File: config.mk
export PLATFORM = sky130hd
export DESIGN_NAME = audio_status_bank
export DESIGN_NICKNAME = d
export VERILOG_FILES = /design/src/rtl/audio_status_pkg.sv /design/src/rtl/regbus_if.sv /design/src/rtl/audio_status_bank.sv /design/src/rtl/axil_reg_slave.sv /design/src/rtl/acr_capture.sv
export SDC_FILE = /design/constraint.sdc
export NUM_CORES = 1
export LEC_CHECK = 0
export ABC_AREA = 1
export BUFFER_PORTS_ARGS = -buffer_cell sky130_fd_sc_hd__buf_2
export CORE_MARGIN = 4
export CORE_UTILIZATION = 40
export CTS_BUF_LIST = sky130_fd_sc_hd__clkbuf_4 sky130_fd_sc_hd__clkbuf_8 sky130_fd_sc_hd__clkbuf_16
export DETAILED_ROUTE_END_ITERATION = 7
export PLACE_DENSITY_LB_ADDON = 0.1
export SYNTH_ARGS = -nofsm -noshare
export SYNTH_HDL_FRONTEND = slang
export SYNTH_HIERARCHICAL = 1
export SYNTH_SLANG_ARGS = --single-unit
File: constraint.sdc
create_clock -name CLK_SYS -period 4.6 [get_ports CLK_SYS]
set_input_delay 0.69 -clock CLK_SYS [delete_from_list [all_inputs] [get_ports CLK_SYS]]
set_output_delay 0.69 -clock CLK_SYS [all_outputs]
set_load 0.05 [all_outputs]
File: src/rtl/audio_status_pkg.sv
// constants for the audio status and clock regeneration readback bank
package audio_status_pkg;
	localparam int ADDR_W = 12;
	localparam int DATA_W = 32;
	localparam int IDX_W = 10;
	localparam int CS_W = 40;
	localparam int ACR_W = 20;
	localparam int CNT_W = 8;

	// register indices; byte address is four times the index
	localparam logic [IDX_W-1:0] IDX_LINK_CTRL = 10'h058;
	localparam logic [IDX_W-1:0] IDX_CS_BASIC = 10'h05e;
	localparam logic [IDX_W-1:0] IDX_CATEGORY = 10'h05f;
	localparam logic [IDX_W-1:0] IDX_CHAN_SRC = 10'h060;
	localparam logic [IDX_W-1:0] IDX_ACC_RATE = 10'h061;
	localparam logic [IDX_W-1:0] IDX_WORD_LEN = 10'h062;
	localparam logic [IDX_W-1:0] IDX_LINK_STAT = 10'h070;
	localparam logic [IDX_W-1:0] IDX_ACR_COUNT = 10'h071;
	localparam logic [IDX_W-1:0] IDX_CTS_HIGH = 10'h07b;
	localparam logic [IDX_W-1:0] IDX_CTS_MID = 10'h07c;
	localparam logic [IDX_W-1:0] IDX_CTS_LOW_N_HIGH = 10'h07d;
	localparam logic [IDX_W-1:0] IDX_N_MID = 10'h07e;
	localparam logic [IDX_W-1:0] IDX_N_LOW = 10'h07f;

	// channel-status bit positions in the received block
	localparam int CS_PRO_BIT = 0;
	localparam int CS_NONPCM_BIT = 1;
	localparam int CS_COPY_BIT = 2;
	localparam int CS_EMPH_LSB = 3;
	localparam int CS_MODE_LSB = 6;
	localparam int CS_CAT_LSB = 8;
	localparam int CS_SRC_LSB = 16;
	localparam int CS_CHAN_LSB = 20;
	localparam int CS_FS_LSB = 24;
	localparam int CS_ACC_LSB = 28;
	localparam int CS_WL_LSB = 32;

	localparam logic [1:0] CS_MODE_DEFINED = 2'h0;
	localparam logic [1:0] ACC_LEVEL_TWO = 2'h0;
	localparam logic [1:0] ACC_LEVEL_THREE = 2'h1;
	localparam logic [1:0] ACC_LEVEL_ONE = 2'h2;
	localparam logic [3:0] FS_44K1 = 4'h0;
	localparam logic [3:0] FS_48K = 4'h2;
	localparam logic [3:0] FS_88K2 = 4'h8;
	localparam logic [3:0] FS_96K = 4'ha;
	localparam logic [3:0] FS_176K4 = 4'hc;
	localparam logic [3:0] FS_192K = 4'he;

	// control and status field positions
	localparam int CTRL_BLOCK_BIT = 3;
	localparam logic [7:0] CTRL_RESET = 8'h00;
	localparam int STAT_CS_SEEN_BIT = 0;
	localparam int STAT_ACR_SEEN_BIT = 1;
	localparam int STAT_MODE_RSVD_BIT = 2;
	localparam int STAT_ACR_DROP_BIT = 3;
	localparam logic [7:0] FIELD_RESET = 8'h00;

	localparam logic [1:0] RESP_OKAY = 2'h0;
	localparam logic [1:0] RESP_SLVERR = 2'h2;
endpackage

File: src/rtl/regbus_if.sv
// internal register access path between bus slave and register bank
`timescale 1ns/1ps
interface regbus_if;
	import audio_status_pkg::*;
	logic wr_req;
	logic [IDX_W-1:0] wr_index;
	logic [7:0] wr_data;
	logic wr_lane;
	logic wr_ok;
	logic rd_req;
	logic [IDX_W-1:0] rd_index;
	logic [7:0] rd_data;
	logic rd_ok;
	modport bus(output wr_req, wr_index, wr_data, wr_lane, rd_req, rd_index,
		input wr_ok, rd_data, rd_ok);
	modport bank(input wr_req, wr_index, wr_data, wr_lane, rd_req, rd_index,
		output wr_ok, rd_data, rd_ok);
endinterface

File: src/rtl/audio_status_bank.sv
// audio channel-status and clock regeneration readback register bank
//
// Implementation choice: the AXI4-Lite interface to the registers.
`timescale 1ns/1ps
//
// Contract
// - channel-status bit 0 is reported, 0 meaning consumer use.
// - category code reads at 0x5F, channel and source numbers at 0x60.
// - clock accuracy reads in bits 5:4 of 0x61 with its received code.
// - a 20-bit cycle time stamp is captured from the link.
// - the time stamp is split over 0x7B, 0x7C and the top nibble of 0x7D.
// - a 20-bit N is captured, its top four bits in 0x7D low nibble.
// - N bits 15:8 read at 0x7E and bits 7:0 at 0x7F, read-only.
// - channel-status bit 1 reports linear PCM (0) or other use (1).
// - only mode 00 is treated as defined, all other modes are reserved.
// - the write-block control bit stops packets updating N and stamp.
module audio_status_bank import audio_status_pkg::*; (
	input wire logic CLK_SYS,
	input wire logic RESET,
	input wire logic [ADDR_W-1:0] S_AXI_AWADDR,
	input wire logic S_AXI_AWVALID,
	output logic S_AXI_AWREADY,
	input wire logic [DATA_W-1:0] S_AXI_WDATA,
	input wire logic [DATA_W/8-1:0] S_AXI_WSTRB,
	input wire logic S_AXI_WVALID,
	output logic S_AXI_WREADY,
	output logic [1:0] S_AXI_BRESP,
	output logic S_AXI_BVALID,
	input wire logic S_AXI_BREADY,
	input wire logic [ADDR_W-1:0] S_AXI_ARADDR,
	input wire logic S_AXI_ARVALID,
	output logic S_AXI_ARREADY,
	output logic [DATA_W-1:0] S_AXI_RDATA,
	output logic [1:0] S_AXI_RRESP,
	output logic S_AXI_RVALID,
	input wire logic S_AXI_RREADY,
	input wire logic CS_VALID,
	input wire logic [CS_W-1:0] CS_BLOCK,
	input wire logic ACR_VALID,
	input wire logic [ACR_W-1:0] ACR_STAMP,
	input wire logic [ACR_W-1:0] ACR_DIVISOR,
	output logic [ACR_W-1:0] STAMP_OUT,
	output logic [ACR_W-1:0] DIVISOR_OUT,
	output logic ACR_BLOCKED
);
	regbus_if rb();

	logic [7:0] ctrl_q;
	logic [7:0] cs_basic_q;
	logic [7:0] category_q;
	logic [3:0] chan_num_q;
	logic [3:0] src_num_q;
	logic [1:0] accuracy_q;
	logic [3:0] rate_q;
	logic [3:0] word_len_q;
	logic cs_seen_q;
	logic acr_seen_q;
	logic mode_rsvd_q;
	logic acr_drop_q;
	logic [CNT_W-1:0] acr_count_q;
	logic [ACR_W-1:0] stamp;
	logic [ACR_W-1:0] divisor;
	logic acr_taken;
	logic acr_dropped;

	function automatic logic idx_readable(input logic [IDX_W-1:0] idx);
		idx_readable = (idx == IDX_LINK_CTRL) || (idx == IDX_CS_BASIC) ||
			(idx == IDX_CATEGORY) || (idx == IDX_CHAN_SRC) ||
			(idx == IDX_ACC_RATE) || (idx == IDX_WORD_LEN) ||
			(idx == IDX_LINK_STAT) || (idx == IDX_ACR_COUNT) ||
			(idx >= IDX_CTS_HIGH && idx <= IDX_N_LOW);
	endfunction

	function automatic logic idx_writable(input logic [IDX_W-1:0] idx);
		idx_writable = (idx == IDX_LINK_CTRL) || (idx == IDX_LINK_STAT);
	endfunction

	axil_reg_slave u_slave (
		.clk(CLK_SYS),
		.reset(RESET),
		.awaddr(S_AXI_AWADDR),
		.awvalid(S_AXI_AWVALID),
		.awready(S_AXI_AWREADY),
		.wdata(S_AXI_WDATA),
		.wstrb(S_AXI_WSTRB),
		.wvalid(S_AXI_WVALID),
		.wready(S_AXI_WREADY),
		.bresp(S_AXI_BRESP),
		.bvalid(S_AXI_BVALID),
		.bready(S_AXI_BREADY),
		.araddr(S_AXI_ARADDR),
		.arvalid(S_AXI_ARVALID),
		.arready(S_AXI_ARREADY),
		.rdata(S_AXI_RDATA),
		.rresp(S_AXI_RRESP),
		.rvalid(S_AXI_RVALID),
		.rready(S_AXI_RREADY),
		.rb(rb.bus)
	);

	acr_capture #(.VAL_W(ACR_W)) u_acr (
		.clk(CLK_SYS),
		.reset(RESET),
		.pkt_valid(ACR_VALID),
		.pkt_stamp(ACR_STAMP),
		.pkt_divisor(ACR_DIVISOR),
		.block(ctrl_q[CTRL_BLOCK_BIT]),
		.stamp_q(stamp),
		.divisor_q(divisor),
		.taken(acr_taken),
		.dropped(acr_dropped)
	);

	assign STAMP_OUT = stamp;
	assign DIVISOR_OUT = divisor;
	assign ACR_BLOCKED = ctrl_q[CTRL_BLOCK_BIT];

	// write decode
	wire ctrl_wr = rb.wr_req && rb.wr_lane && rb.wr_index == IDX_LINK_CTRL;
	wire stat_wr = rb.wr_req && rb.wr_lane && rb.wr_index == IDX_LINK_STAT;
	assign rb.wr_ok = idx_writable(rb.wr_index);

	// received block fields
	wire [1:0] cs_mode = CS_BLOCK[CS_MODE_LSB +: 2];
	wire cs_mode_ok = cs_mode == CS_MODE_DEFINED;
	wire cs_take = CS_VALID && cs_mode_ok;
	wire cs_reject = CS_VALID && !cs_mode_ok;

	// status flags: write one clears, a new event wins over the clear
	wire clr_cs_seen = stat_wr && rb.wr_data[STAT_CS_SEEN_BIT];
	wire clr_acr_seen = stat_wr && rb.wr_data[STAT_ACR_SEEN_BIT];
	wire clr_mode_rsvd = stat_wr && rb.wr_data[STAT_MODE_RSVD_BIT];
	wire clr_acr_drop = stat_wr && rb.wr_data[STAT_ACR_DROP_BIT];

	wire [7:0] link_stat = {4'h0, acr_drop_q, mode_rsvd_q, acr_seen_q,
		cs_seen_q};
	wire [7:0] chan_src = {chan_num_q, src_num_q};
	wire [7:0] acc_rate = {2'h0, accuracy_q, rate_q};
	wire [7:0] word_len = {4'h0, word_len_q};
	wire [7:0] cts_low_n_high = {stamp[3:0], divisor[19:16]};

	always_ff @(posedge CLK_SYS) begin
		if (RESET) begin
			ctrl_q <= CTRL_RESET;
		end else if (ctrl_wr) begin
			ctrl_q <= rb.wr_data;
		end
	end

	// basic byte always kept so software can see a reserved mode
	always_ff @(posedge CLK_SYS) begin
		if (RESET) begin
			cs_basic_q <= FIELD_RESET;
		end else if (CS_VALID) begin
			cs_basic_q <= CS_BLOCK[7:0];
		end
	end

	// remaining fields only from blocks in the defined mode
	always_ff @(posedge CLK_SYS) begin
		if (RESET) begin
			category_q <= FIELD_RESET;
			chan_num_q <= 4'h0;
			src_num_q <= 4'h0;
			accuracy_q <= ACC_LEVEL_TWO;
			rate_q <= FS_44K1;
			word_len_q <= 4'h0;
		end else if (cs_take) begin
			category_q <= CS_BLOCK[CS_CAT_LSB +: 8];
			chan_num_q <= CS_BLOCK[CS_CHAN_LSB +: 4];
			src_num_q <= CS_BLOCK[CS_SRC_LSB +: 4];
			accuracy_q <= CS_BLOCK[CS_ACC_LSB +: 2];
			rate_q <= CS_BLOCK[CS_FS_LSB +: 4];
			word_len_q <= CS_BLOCK[CS_WL_LSB +: 4];
		end
	end

	always_ff @(posedge CLK_SYS) begin
		if (RESET) begin
			cs_seen_q <= 1'b0;
			acr_seen_q <= 1'b0;
			mode_rsvd_q <= 1'b0;
			acr_drop_q <= 1'b0;
		end else begin
			cs_seen_q <= cs_take || (cs_seen_q && !clr_cs_seen);
			acr_seen_q <= acr_taken || (acr_seen_q && !clr_acr_seen);
			mode_rsvd_q <= cs_reject || (mode_rsvd_q && !clr_mode_rsvd);
			acr_drop_q <= acr_dropped || (acr_drop_q && !clr_acr_drop);
		end
	end

	// counts accepted clock regeneration packets, wraps
	always_ff @(posedge CLK_SYS) begin
		if (RESET) begin
			acr_count_q <= '0;
		end else if (acr_taken) begin
			acr_count_q <= acr_count_q + 1'b1;
		end
	end

	// read mux
	wire [IDX_W-1:0] ri = rb.rd_index;
	assign rb.rd_ok = idx_readable(ri);
	assign rb.rd_data =
		(ri == IDX_LINK_CTRL) ? ctrl_q :
		(ri == IDX_CS_BASIC) ? cs_basic_q :
		(ri == IDX_CATEGORY) ? category_q :
		(ri == IDX_CHAN_SRC) ? chan_src :
		(ri == IDX_ACC_RATE) ? acc_rate :
		(ri == IDX_WORD_LEN) ? word_len :
		(ri == IDX_LINK_STAT) ? link_stat :
		(ri == IDX_ACR_COUNT) ? acr_count_q :
		(ri == IDX_CTS_HIGH) ? stamp[19:12] :
		(ri == IDX_CTS_MID) ? stamp[11:4] :
		(ri == IDX_CTS_LOW_N_HIGH) ? cts_low_n_high :
		(ri == IDX_N_MID) ? divisor[15:8] :
		(ri == IDX_N_LOW) ? divisor[7:0] :
		8'h00;
endmodule

File: src/rtl/axil_reg_slave.sv
// axi4-lite slave front end onto the internal register path
`timescale 1ns/1ps
module axil_reg_slave import audio_status_pkg::*; (
	input wire logic clk,
	input wire logic reset,
	input wire logic [ADDR_W-1:0] awaddr,
	input wire logic awvalid,
	output logic awready,
	input wire logic [DATA_W-1:0] wdata,
	input wire logic [DATA_W/8-1:0] wstrb,
	input wire logic wvalid,
	output logic wready,
	output logic [1:0] bresp,
	output logic bvalid,
	input wire logic bready,
	input wire logic [ADDR_W-1:0] araddr,
	input wire logic arvalid,
	output logic arready,
	output logic [DATA_W-1:0] rdata,
	output logic [1:0] rresp,
	output logic rvalid,
	input wire logic rready,
	regbus_if.bus rb
);
	logic aw_held_q;
	logic [ADDR_W-1:0] aw_addr_q;
	logic w_held_q;
	logic [7:0] w_data_q;
	logic w_lane_q;
	logic bvalid_q;
	logic [1:0] bresp_q;
	logic rvalid_q;
	logic [DATA_W-1:0] rdata_q;
	logic [1:0] rresp_q;
	wire wr_fire = aw_held_q && w_held_q;
	wire rd_fire = arvalid && arready;

	// address and data taken in either order, held until both present
	assign awready = !aw_held_q && !bvalid_q;
	assign wready = !w_held_q && !bvalid_q;
	assign arready = !rvalid_q;
	assign bvalid = bvalid_q;
	assign bresp = bresp_q;
	assign rvalid = rvalid_q;
	assign rdata = rdata_q;
	assign rresp = rresp_q;
	assign rb.wr_req = wr_fire;
	assign rb.wr_index = aw_addr_q[ADDR_W-1:2];
	assign rb.wr_data = w_data_q;
	assign rb.wr_lane = w_lane_q;
	assign rb.rd_req = rd_fire;
	assign rb.rd_index = araddr[ADDR_W-1:2];

	always_ff @(posedge clk) begin
		if (reset) begin
			aw_held_q <= 1'b0;
			aw_addr_q <= '0;
			w_held_q <= 1'b0;
			w_data_q <= 8'h00;
			w_lane_q <= 1'b0;
			bvalid_q <= 1'b0;
			bresp_q <= RESP_OKAY;
		end else begin
			if (awvalid && awready) begin
				aw_held_q <= 1'b1;
				aw_addr_q <= awaddr;
			end
			if (wvalid && wready) begin
				w_held_q <= 1'b1;
				w_data_q <= wdata[7:0];
				w_lane_q <= wstrb[0];
			end
			if (wr_fire) begin
				aw_held_q <= 1'b0;
				w_held_q <= 1'b0;
				bvalid_q <= 1'b1;
				bresp_q <= rb.wr_ok ? RESP_OKAY : RESP_SLVERR;
			end else if (bvalid_q && bready) begin
				bvalid_q <= 1'b0;
			end
		end
	end

	always_ff @(posedge clk) begin
		if (reset) begin
			rvalid_q <= 1'b0;
			rdata_q <= '0;
			rresp_q <= RESP_OKAY;
		end else if (rd_fire) begin
			rvalid_q <= 1'b1;
			rdata_q <= {{(DATA_W-8){1'b0}}, rb.rd_data};
			rresp_q <= rb.rd_ok ? RESP_OKAY : RESP_SLVERR;
		end else if (rvalid_q && rready) begin
			rvalid_q <= 1'b0;
		end
	end
endmodule

File: src/rtl/acr_capture.sv
// captures clock regeneration values unless software blocks updates
`timescale 1ns/1ps
module acr_capture import audio_status_pkg::*; #(
	parameter int VAL_W = ACR_W
) (
	input wire logic clk,
	input wire logic reset,
	input wire logic pkt_valid,
	input wire logic [VAL_W-1:0] pkt_stamp,
	input wire logic [VAL_W-1:0] pkt_divisor,
	input wire logic block,
	output logic [VAL_W-1:0] stamp_q,
	output logic [VAL_W-1:0] divisor_q,
	output logic taken,
	output logic dropped
);
	assign taken = pkt_valid && !block;
	assign dropped = pkt_valid && block;

	always_ff @(posedge clk) begin
		if (reset) begin
			stamp_q <= '0;
			divisor_q <= '0;
		end else if (taken) begin
			stamp_q <= pkt_stamp;
			divisor_q <= pkt_divisor;
		end
	end
endmodule

==> metrics.md, run 1 <==
| Metric | Value |
|---|---|
| Area Overhead vs Synth | `19.7%` |
| ANT nets after route | `0` |
| Syn Area/Cell | `6.45 um2` |
| Async set or reset register ratio after synthesis | `0` |
| First-pass GRT wire length | `roughly 29,000 um` |
| Clock Sink Count | `around 130` |
| Fin Setup TNS | `0 ps` |
| Routed WL per cell | `~13 um` |
| Static leakage | `a little over 4 nW` |
| TritonRoute pass-1 iters | `5` |
| Startpoint Class | `primary input` |
| Share of cells above drive strength 1 | `0.197` |
| Most frequent cells after synthesis | `247 x nor2_1, 173 x nand2_1, 127 x dfxtp_1, 121 x inv_1, 80 x nand3_1` |
| Slew HR | `0.444` |
| CORE AREA | `about 16,000 um2` |
| Crit path kind | `in -> reg` |
| Number of post-CTS setup repair buffers | `0` |
| RD Place Congestion | `roughly 0.88` |
| Detail Placement HPWL | `roughly 13,000 um` |
| Finish-stage setup viols | `0` |
| CTS tree | `done` |
| Max H-tree Level | `4` |
| Hold Buf Count CTS | `0` |
| Reg clk slew, reported paths | `50 ps` |
| Worst Path Max Fanout | `13` |
| Aggregate global-route resource usage | `0.197` |
| Skew-Pair Late Insertion Delay | `between 400 and 500 ps` |
| Post-Syn Area | `about 6600 um2` |
| Die area | `roughly 19,000 um2` |
| Rows | `46` |
| Prevailing post-synth register cell | `dfxtp_1` |
| Final hold violations | `0` |
| PnR Total Power | `0.00297 W` |
| GR Util met2 | `0.296` |
| Initial antenna violation count | `0` |
| Worst Setup End Kind | `flop` |
| Post-route cell area | `just under 8000 um2` |
| Skew final | `14.1 ps` |
| Multi-input gate area | `3130 um2` |
| GRT busiest layer | `met2` |
| Fill cells | `between 1,500 and 2,000` |
| Period minus WS final | `roughly 2600 ps` |
| Largest net degree at the start of global routing | `between 40 and 50` |
| Nets | `between 1,000 and 1,500` |
| Synth Warn # | `6` |
| Worst Path Required | `roughly 4900 ps` |
| Final WL | `around 18,000 um` |
| Cell area power density | `around 380 nW/um2` |
| Die span in y | `136 um` |
| Top cell type's share of synthesized area | `0.387` |
| # diodes | `0` |
| DRC | `0` |
| CTS Buffer Depth | `2` |
| GRT overflow | `0` |
| I/O Buffers | `around 170` |
| Via count | `roughly 6,400` |
| EDFF count, synth | `0` |
| Met3 Usage GRT | `0.0496` |
| CTS Buf Count | `17` |
| Starting Density | `0.411` |
| RSZ-0062 raised after global routing | `no` |
| # IOs | `about 230` |
| Peak Freq | `between 300 and 400 MHz` |
| Post-synthesis sequential element count | `between 100 and 150` |
| Die width | `136 um` |
| Vias in the first global route | `between 5,000 and 6,000` |
| Slew of the pin with the lowest slew margin | `around 830 ps` |
| Count of different cell masters after synthesis | `38` |
| Dpl cell area | `7310 um2` |
| DR vias/cell | `4.65` |
| Sequential area share after synthesis | `0.387` |
| Register area | `~2500 um2` |
| Synth area leader | `dfxtp_1` |
| Synth Instances | `1,020` |
| Period Utilization, post-route | `0.568` |
| Root Buffer | `clkbuf_16` |
| Reg2reg setup slack | `2590 ps` |
| Max-Cap Viols | `0` |
| Min-delay worst type | `reg -> reg` |
| Largest cells by area after synthesis | `dfxtp_1 39%, nor2_1 14%, nand2_1 9.9%` |
| DRT iter0 DRCs | `between 300 and 400` |
| Resize count post-CTS | `0` |
| Global-route met1 utilization | `0.282` |
| Dominant cell by count in the synthesized netlist | `nor2_1` |
| Worst ir drop on vdd | `between 0.2 and 0.3 mV` |
| Critical path arrival | `roughly 3000 ps` |
| Status | `complete, no violations` |
| Pins Over Slew Limit | `0` |
[path summary, 6_finish.rpt]
kind | end | from | cells after the start
worst max-delay path | u_slave/rdata[7] | S_AXI_ARADDR[9] | 15
worst min-delay path | category_q[2] | category_q[2] | 2
worst max register to register | acr_count_q[7] | ctrl_q[3] | 11
worst min register to register | category_q[2] | category_q[2] | 2
[worst max-delay path, stage by stage]
cell and delay (ps):
buf_2 110, inv_1 40, nand2_1 90, nor2_2 420, nand2_1 170, nor2_2 340
inv_1 100, o211ai_1 130, nand3_1 180, o21ai_0 140, nand3_1 100, o21ai_1 110
nand3_1 90, o21ai_1 140, nor2_1 50
[placed cells by master, fill, tap and decap left out, drive strengths merged, types with 2 or more instances in the layout]
cell type  instances
nor2             258
a211oi             3
nand4             12
nor4               8
clkinvlp           2
dfxtp            127
inv              126
o21ai             67
o211ai             3
a21oi             54
clkinv             6
conb              26
clkbuf            24
nand2            177
nand3             80
nor3              12
buf              174
[final cells by class]
cell class,instances,area share
inverter,129,0.0615
tap,216,0.0343
sequential,127,0.323
clock buffer,24,0.0631
multi-input combinational,709,0.398
clock inverter,6,0.00763
timing repair buffer,174,0.113
[kinds of logic (layout without fill, tap and decap cells)]
logic type                 after synthesis  after routing  share of synthesized area
and+or+nand+nor                        549            549                      0.352
buffers and inverters                  209            333                      0.152
AOI/OAI and AO/OA                      132            132                      0.106
DFF                                    127            127                      0.387
adders and majority gates                1              1                    0.00190
other                                    1             26                   0.000570
muxes                                    1              1                    0.00152
[stage by stage]
| stage | worst slack (ps) | instances | utilization | hold WS [ps] |
|---|---|---|---|---|
| after floorplan | 2410 | 1045 | - | 430 |
| after CTS | 2030 | 1385 | 0.492 | 462 |
| after global placement | 1650 | 1355 | 0.457 | 441 |
| after detailed placement | 1590 | 1355 | 0.457 | 454 |
| final | 1980 | 1385 | 0.492 | 461 |
| after global routing | 1750 | 1385 | 0.492 | 492 |
[sequential cells by signal, indices dropped and copies added (netlist names), 2 cells and up]
name,count
accuracy_q,2
cs_basic_q,8
word_len_q,4
category_q,8
u_acr/divisor_q,20
u_acr/stamp_q,20
src_num_q,4
ctrl_q,8
rate_q,4
u_slave/rb.wr_data,8
chan_num_q,4
acr_count_q,8
u_slave/rdata,8
u_slave/aw_addr_q,10
[layer usage]
layer,vias up,part of all wire
met5,-,0
met4,0,0.0095
met3,13,0.061
met2,186,0.44
met1,2822,0.49
li1,3420,-
[power by group]
group	switching, W	total (W)	internal (W)
Combinational	0.000341	0.000469	0.000128
Clock	0.000479	0.00128	0.000800
Sequential	0.0000486	0.00122	0.00117
Power figures use the tool's default switching activity.
==> inputs of run 2 (changes only) <==
==> constraint.sdc (replaced) <==
create_clock -name CLK_SYS -period 2.2 [get_ports CLK_SYS]
set_input_delay 0.33 -clock CLK_SYS [delete_from_list [all_inputs] [get_ports CLK_SYS]]
set_output_delay 0.33 -clock CLK_SYS [all_outputs]
set_load 0.05 [all_outputs]
==> run 2 against run 1 <==
Effect of this change: sequential share of layout area shrank 1.1 points; clock power grew 120%; cell area grew 3.4%; critical path type unchanged; largest cell class unchanged.
==> metrics.md, run 2 (synthesis results as in run 1) <==
| Metric | Value |
|---|---|
| Detail Placement HPWL | `13,800 um (was 13,400 um)` |
| CTS Buf Count | `17 (unchanged)` |
| Peak Freq | `between 500 and 600 MHz` |
| Largest net degree at the start of global routing | `45 (was 47)` |
| Period Utilization, post-route | `0.801` |
| Die width | `136 um (unchanged)` |
| GRT overflow | `0 (unchanged)` |
| Regs by FF count | `u_acr/divisor_q x20, u_acr/stamp_q x20, u_slave/aw_addr_q x10 (unchanged)` |
| CTS Buffer Depth | `2 (unchanged)` |
| Fin util | `0.509 (was 0.492)` |
| Nets | `1,336 (was 1,308)` |
| Register area | `2540 um2 (unchanged)` |
| RSZ-0062 raised after global routing | `no (unchanged)` |
| DRC | `0 (unchanged)` |
| Top delay family on crit path | `simple AND/OR/NAND/NOR gates (unchanged)` |
| Max-Cap Viols | `0 (unchanged)` |
| Static leakage | `4.30 nW (was 4.13 nW)` |
| Share of cells above drive strength 1 | `0.217 (was 0.197)` |
| Most Frequent Cell on Critical Path | `nand2_1 (was nand3_1)` |
| Startpoint Class | `primary input (unchanged)` |
| Min-delay worst type | `in -> reg (was reg -> reg)` |
| Clock Sink Count | `127 (unchanged)` |
| Worst Setup End Kind | `flop (unchanged)` |
| Multi-input gate area | `3130 um2 (unchanged)` |
| Worst Path Required | `2510 ps (was 4910 ps)` |
| Skew-Pair Late Insertion Delay | `420 ps (was 430 ps)` |
| Reg clk slew, reported paths | `60 ps (was 50 ps)` |
| Critical path arrival | `2070 ps (was 2920 ps)` |
| ANT nets after route | `0 (unchanged)` |
| Hold Buf Count CTS | `0 (unchanged)` |
| Routed WL per cell | `13.0 um (was 13.2 um)` |
| CP max stage cell | `nor2_1 (was nor2_2)` |
| Slew of the pin with the lowest slew margin | `812 ps (was 833 ps)` |
| Finish-stage setup viols | `0 (unchanged)` |
| Aggregate global-route resource usage | `0.202 (was 0.197)` |
| Final hold violations | `0 (unchanged)` |
| Initial antenna violation count | `0 (unchanged)` |
| Resize count post-CTS | `0 (unchanged)` |
| Highest-count cells in the layout ignoring fill and taps | `247 x nor2_1, 173 x nand2_1, 167 x buf_2 (unchanged)` |
| Min Hold Slack | `137 ps (was 461 ps)` |
| Fill cells | `1,718 (was 1,756)` |
| Vias in the first global route | `5,942 (was 5,715)` |
| I/O Buffers | `167 (unchanged)` |
| Max incr delay on CP | `200 ps (was 420 ps)` |
| Number of post-CTS setup repair buffers | `0 (unchanged)` |
| Most common cell after layout, fill and taps aside | `nor2_1 (unchanged)` |
| Critical path buffers and inverters | `2 (was 3)` |
| RD Place Congestion | `0.879 (was 0.877)` |
| Period minus WS final | `approximately 1800 ps` |
| Skew final | `6.26 ps (was 14.1 ps)` |
| Crit path kind | `in -> reg (unchanged)` |
| Max H-tree Level | `4 (unchanged)` |
| Die area | `18,600 um2 (unchanged)` |
| Fin Setup TNS | `0 ps (unchanged)` |
| # IOs | `231 (unchanged)` |
| Root Buffer | `clkbuf_16 (unchanged)` |
| CP Cell Sequence | `buf_2 -> inv_1 -> nand2_1 -> nor2_2 -> nand2_1 -> nor2_1 -> nand2_1 -> nand2_1 -> nand2_1 -> nand2_1 -> nand2_1 -> nand2_1 -> nand2_1 -> nand2_1 -> nand3_1 -> nand2_1 -> a21oi_1 -> o21ai_1 -> nor2_1 (was buf_2 -> inv_1 -> nand2_1 -> nor2_2 -> nand2_1 -> nor2_2 -> inv_1 -> o211ai_1 -> nand3_1 -> o21ai_0 -> nand3_1 -> o21ai_1 -> nand3_1 -> o21ai_1 -> nor2_1)` |
| CTS tree | `done (unchanged)` |
| CORE AREA | `16,000 um2 (unchanged)` |
| TritonRoute pass-1 iters | `5 (unchanged)` |
| Final WL | `18,400 um (was 18,300 um)` |
| Cell area power density | `786 nW/um2 (was 377 nW/um2)` |
| Slew HR | `0.458 (was 0.444)` |
| Status | `complete, no violations (unchanged)` |
| Via count | `6,435 (was 6,441)` |
| DR vias/cell | `4.55 (was 4.65)` |
| First-pass GRT wire length | `29,700 um (was 28,700 um)` |
| DRT iter0 DRCs | `406 (was 368)` |
| Rows | `46 (unchanged)` |
| # diodes | `0 (unchanged)` |
| Starting Density | `0.411 (unchanged)` |
| Pins Over Slew Limit | `0 (unchanged)` |
| Worst Path Max Fanout | `4 (was 13)` |
| Worst ir drop on vdd | `0.533 mV (was 0.268 mV)` |
| Die span in y | `136 um (unchanged)` |
| Area Overhead vs Synth | `23.8% (was 19.7%)` |
==> run 2: cell types whose count changed in the layout (fill, tap and decap cells not counted), sizes merged <==
cell,delta
buf,+28
bufinv,+1
clkbuf,-1
clkinv,+2
==> run 2: layout make-up <==
type | count | share of cell area
sequential | 127 | 0.312
timing repair buffer | 202 | 0.136
clock buffer | 23 | 0.0609
multi-input combinational | 709 | 0.384
clock inverter | 9 | 0.0132
inverter | 129 | 0.0595
tap | 216 | 0.0332
==> run 2: path summary, 6_finish.rpt <==
check                endpoint  cells after the start                start  slack, ps
min reg2reg    acr_count_q[7]                      2       acr_count_q[7]        460
min             cs_basic_q[0]                      3          CS_BLOCK[0]        140
max          u_slave/rdata[1]                     19      S_AXI_ARADDR[9]        440
max reg2reg  u_slave/rdata[2]                     10  u_acr/divisor_q[10]        480
==> run 2: stage by stage <==
step | std cells | setup slack [ps] | total power [W] | instance area [um2]
floorplan | 1045 | 367 | 0.00338 | 6670
global placement | 1383 | 3.96 | 0.00360 | 7540
detailed placement | 1383 | -1.86 | 0.00361 | 7540
CTS | 1415 | 437 | 0.00646 | 8140
global route | 1415 | 174 | 0.00666 | 8140
finish | 1415 | 438 | 0.00640 | 8140
==> run 2: routing by layer <==
metal,routed length (um),part of all wire,vias to the layer above,GRT usage
li1,-,-,3466,-
met1,9120,0.49,2768,0.291
met2,7950,0.43,183,0.303
met3,1120,0.061,18,0.0422
met4,246,0.013,0,0.0599
met5,0,0,-,0
==> run 2: where the power goes <==
part / total, W / internal [W] / switching, W
Combinational: 0.00100 / 0.000286 / 0.000717
Clock: 0.00284 / 0.00181 / 0.00103
Sequential: 0.00255 / 0.00245 / 0.000103
==> run 2: worst reg2reg max path: cells and delay by family (launching register included) <==
kind | cells | cell delay [ps]
AO/OA/AOI/OAI | 2 | 260
AND/OR/NAND/NOR | 8 | 1010
flip-flops | 1 | 340
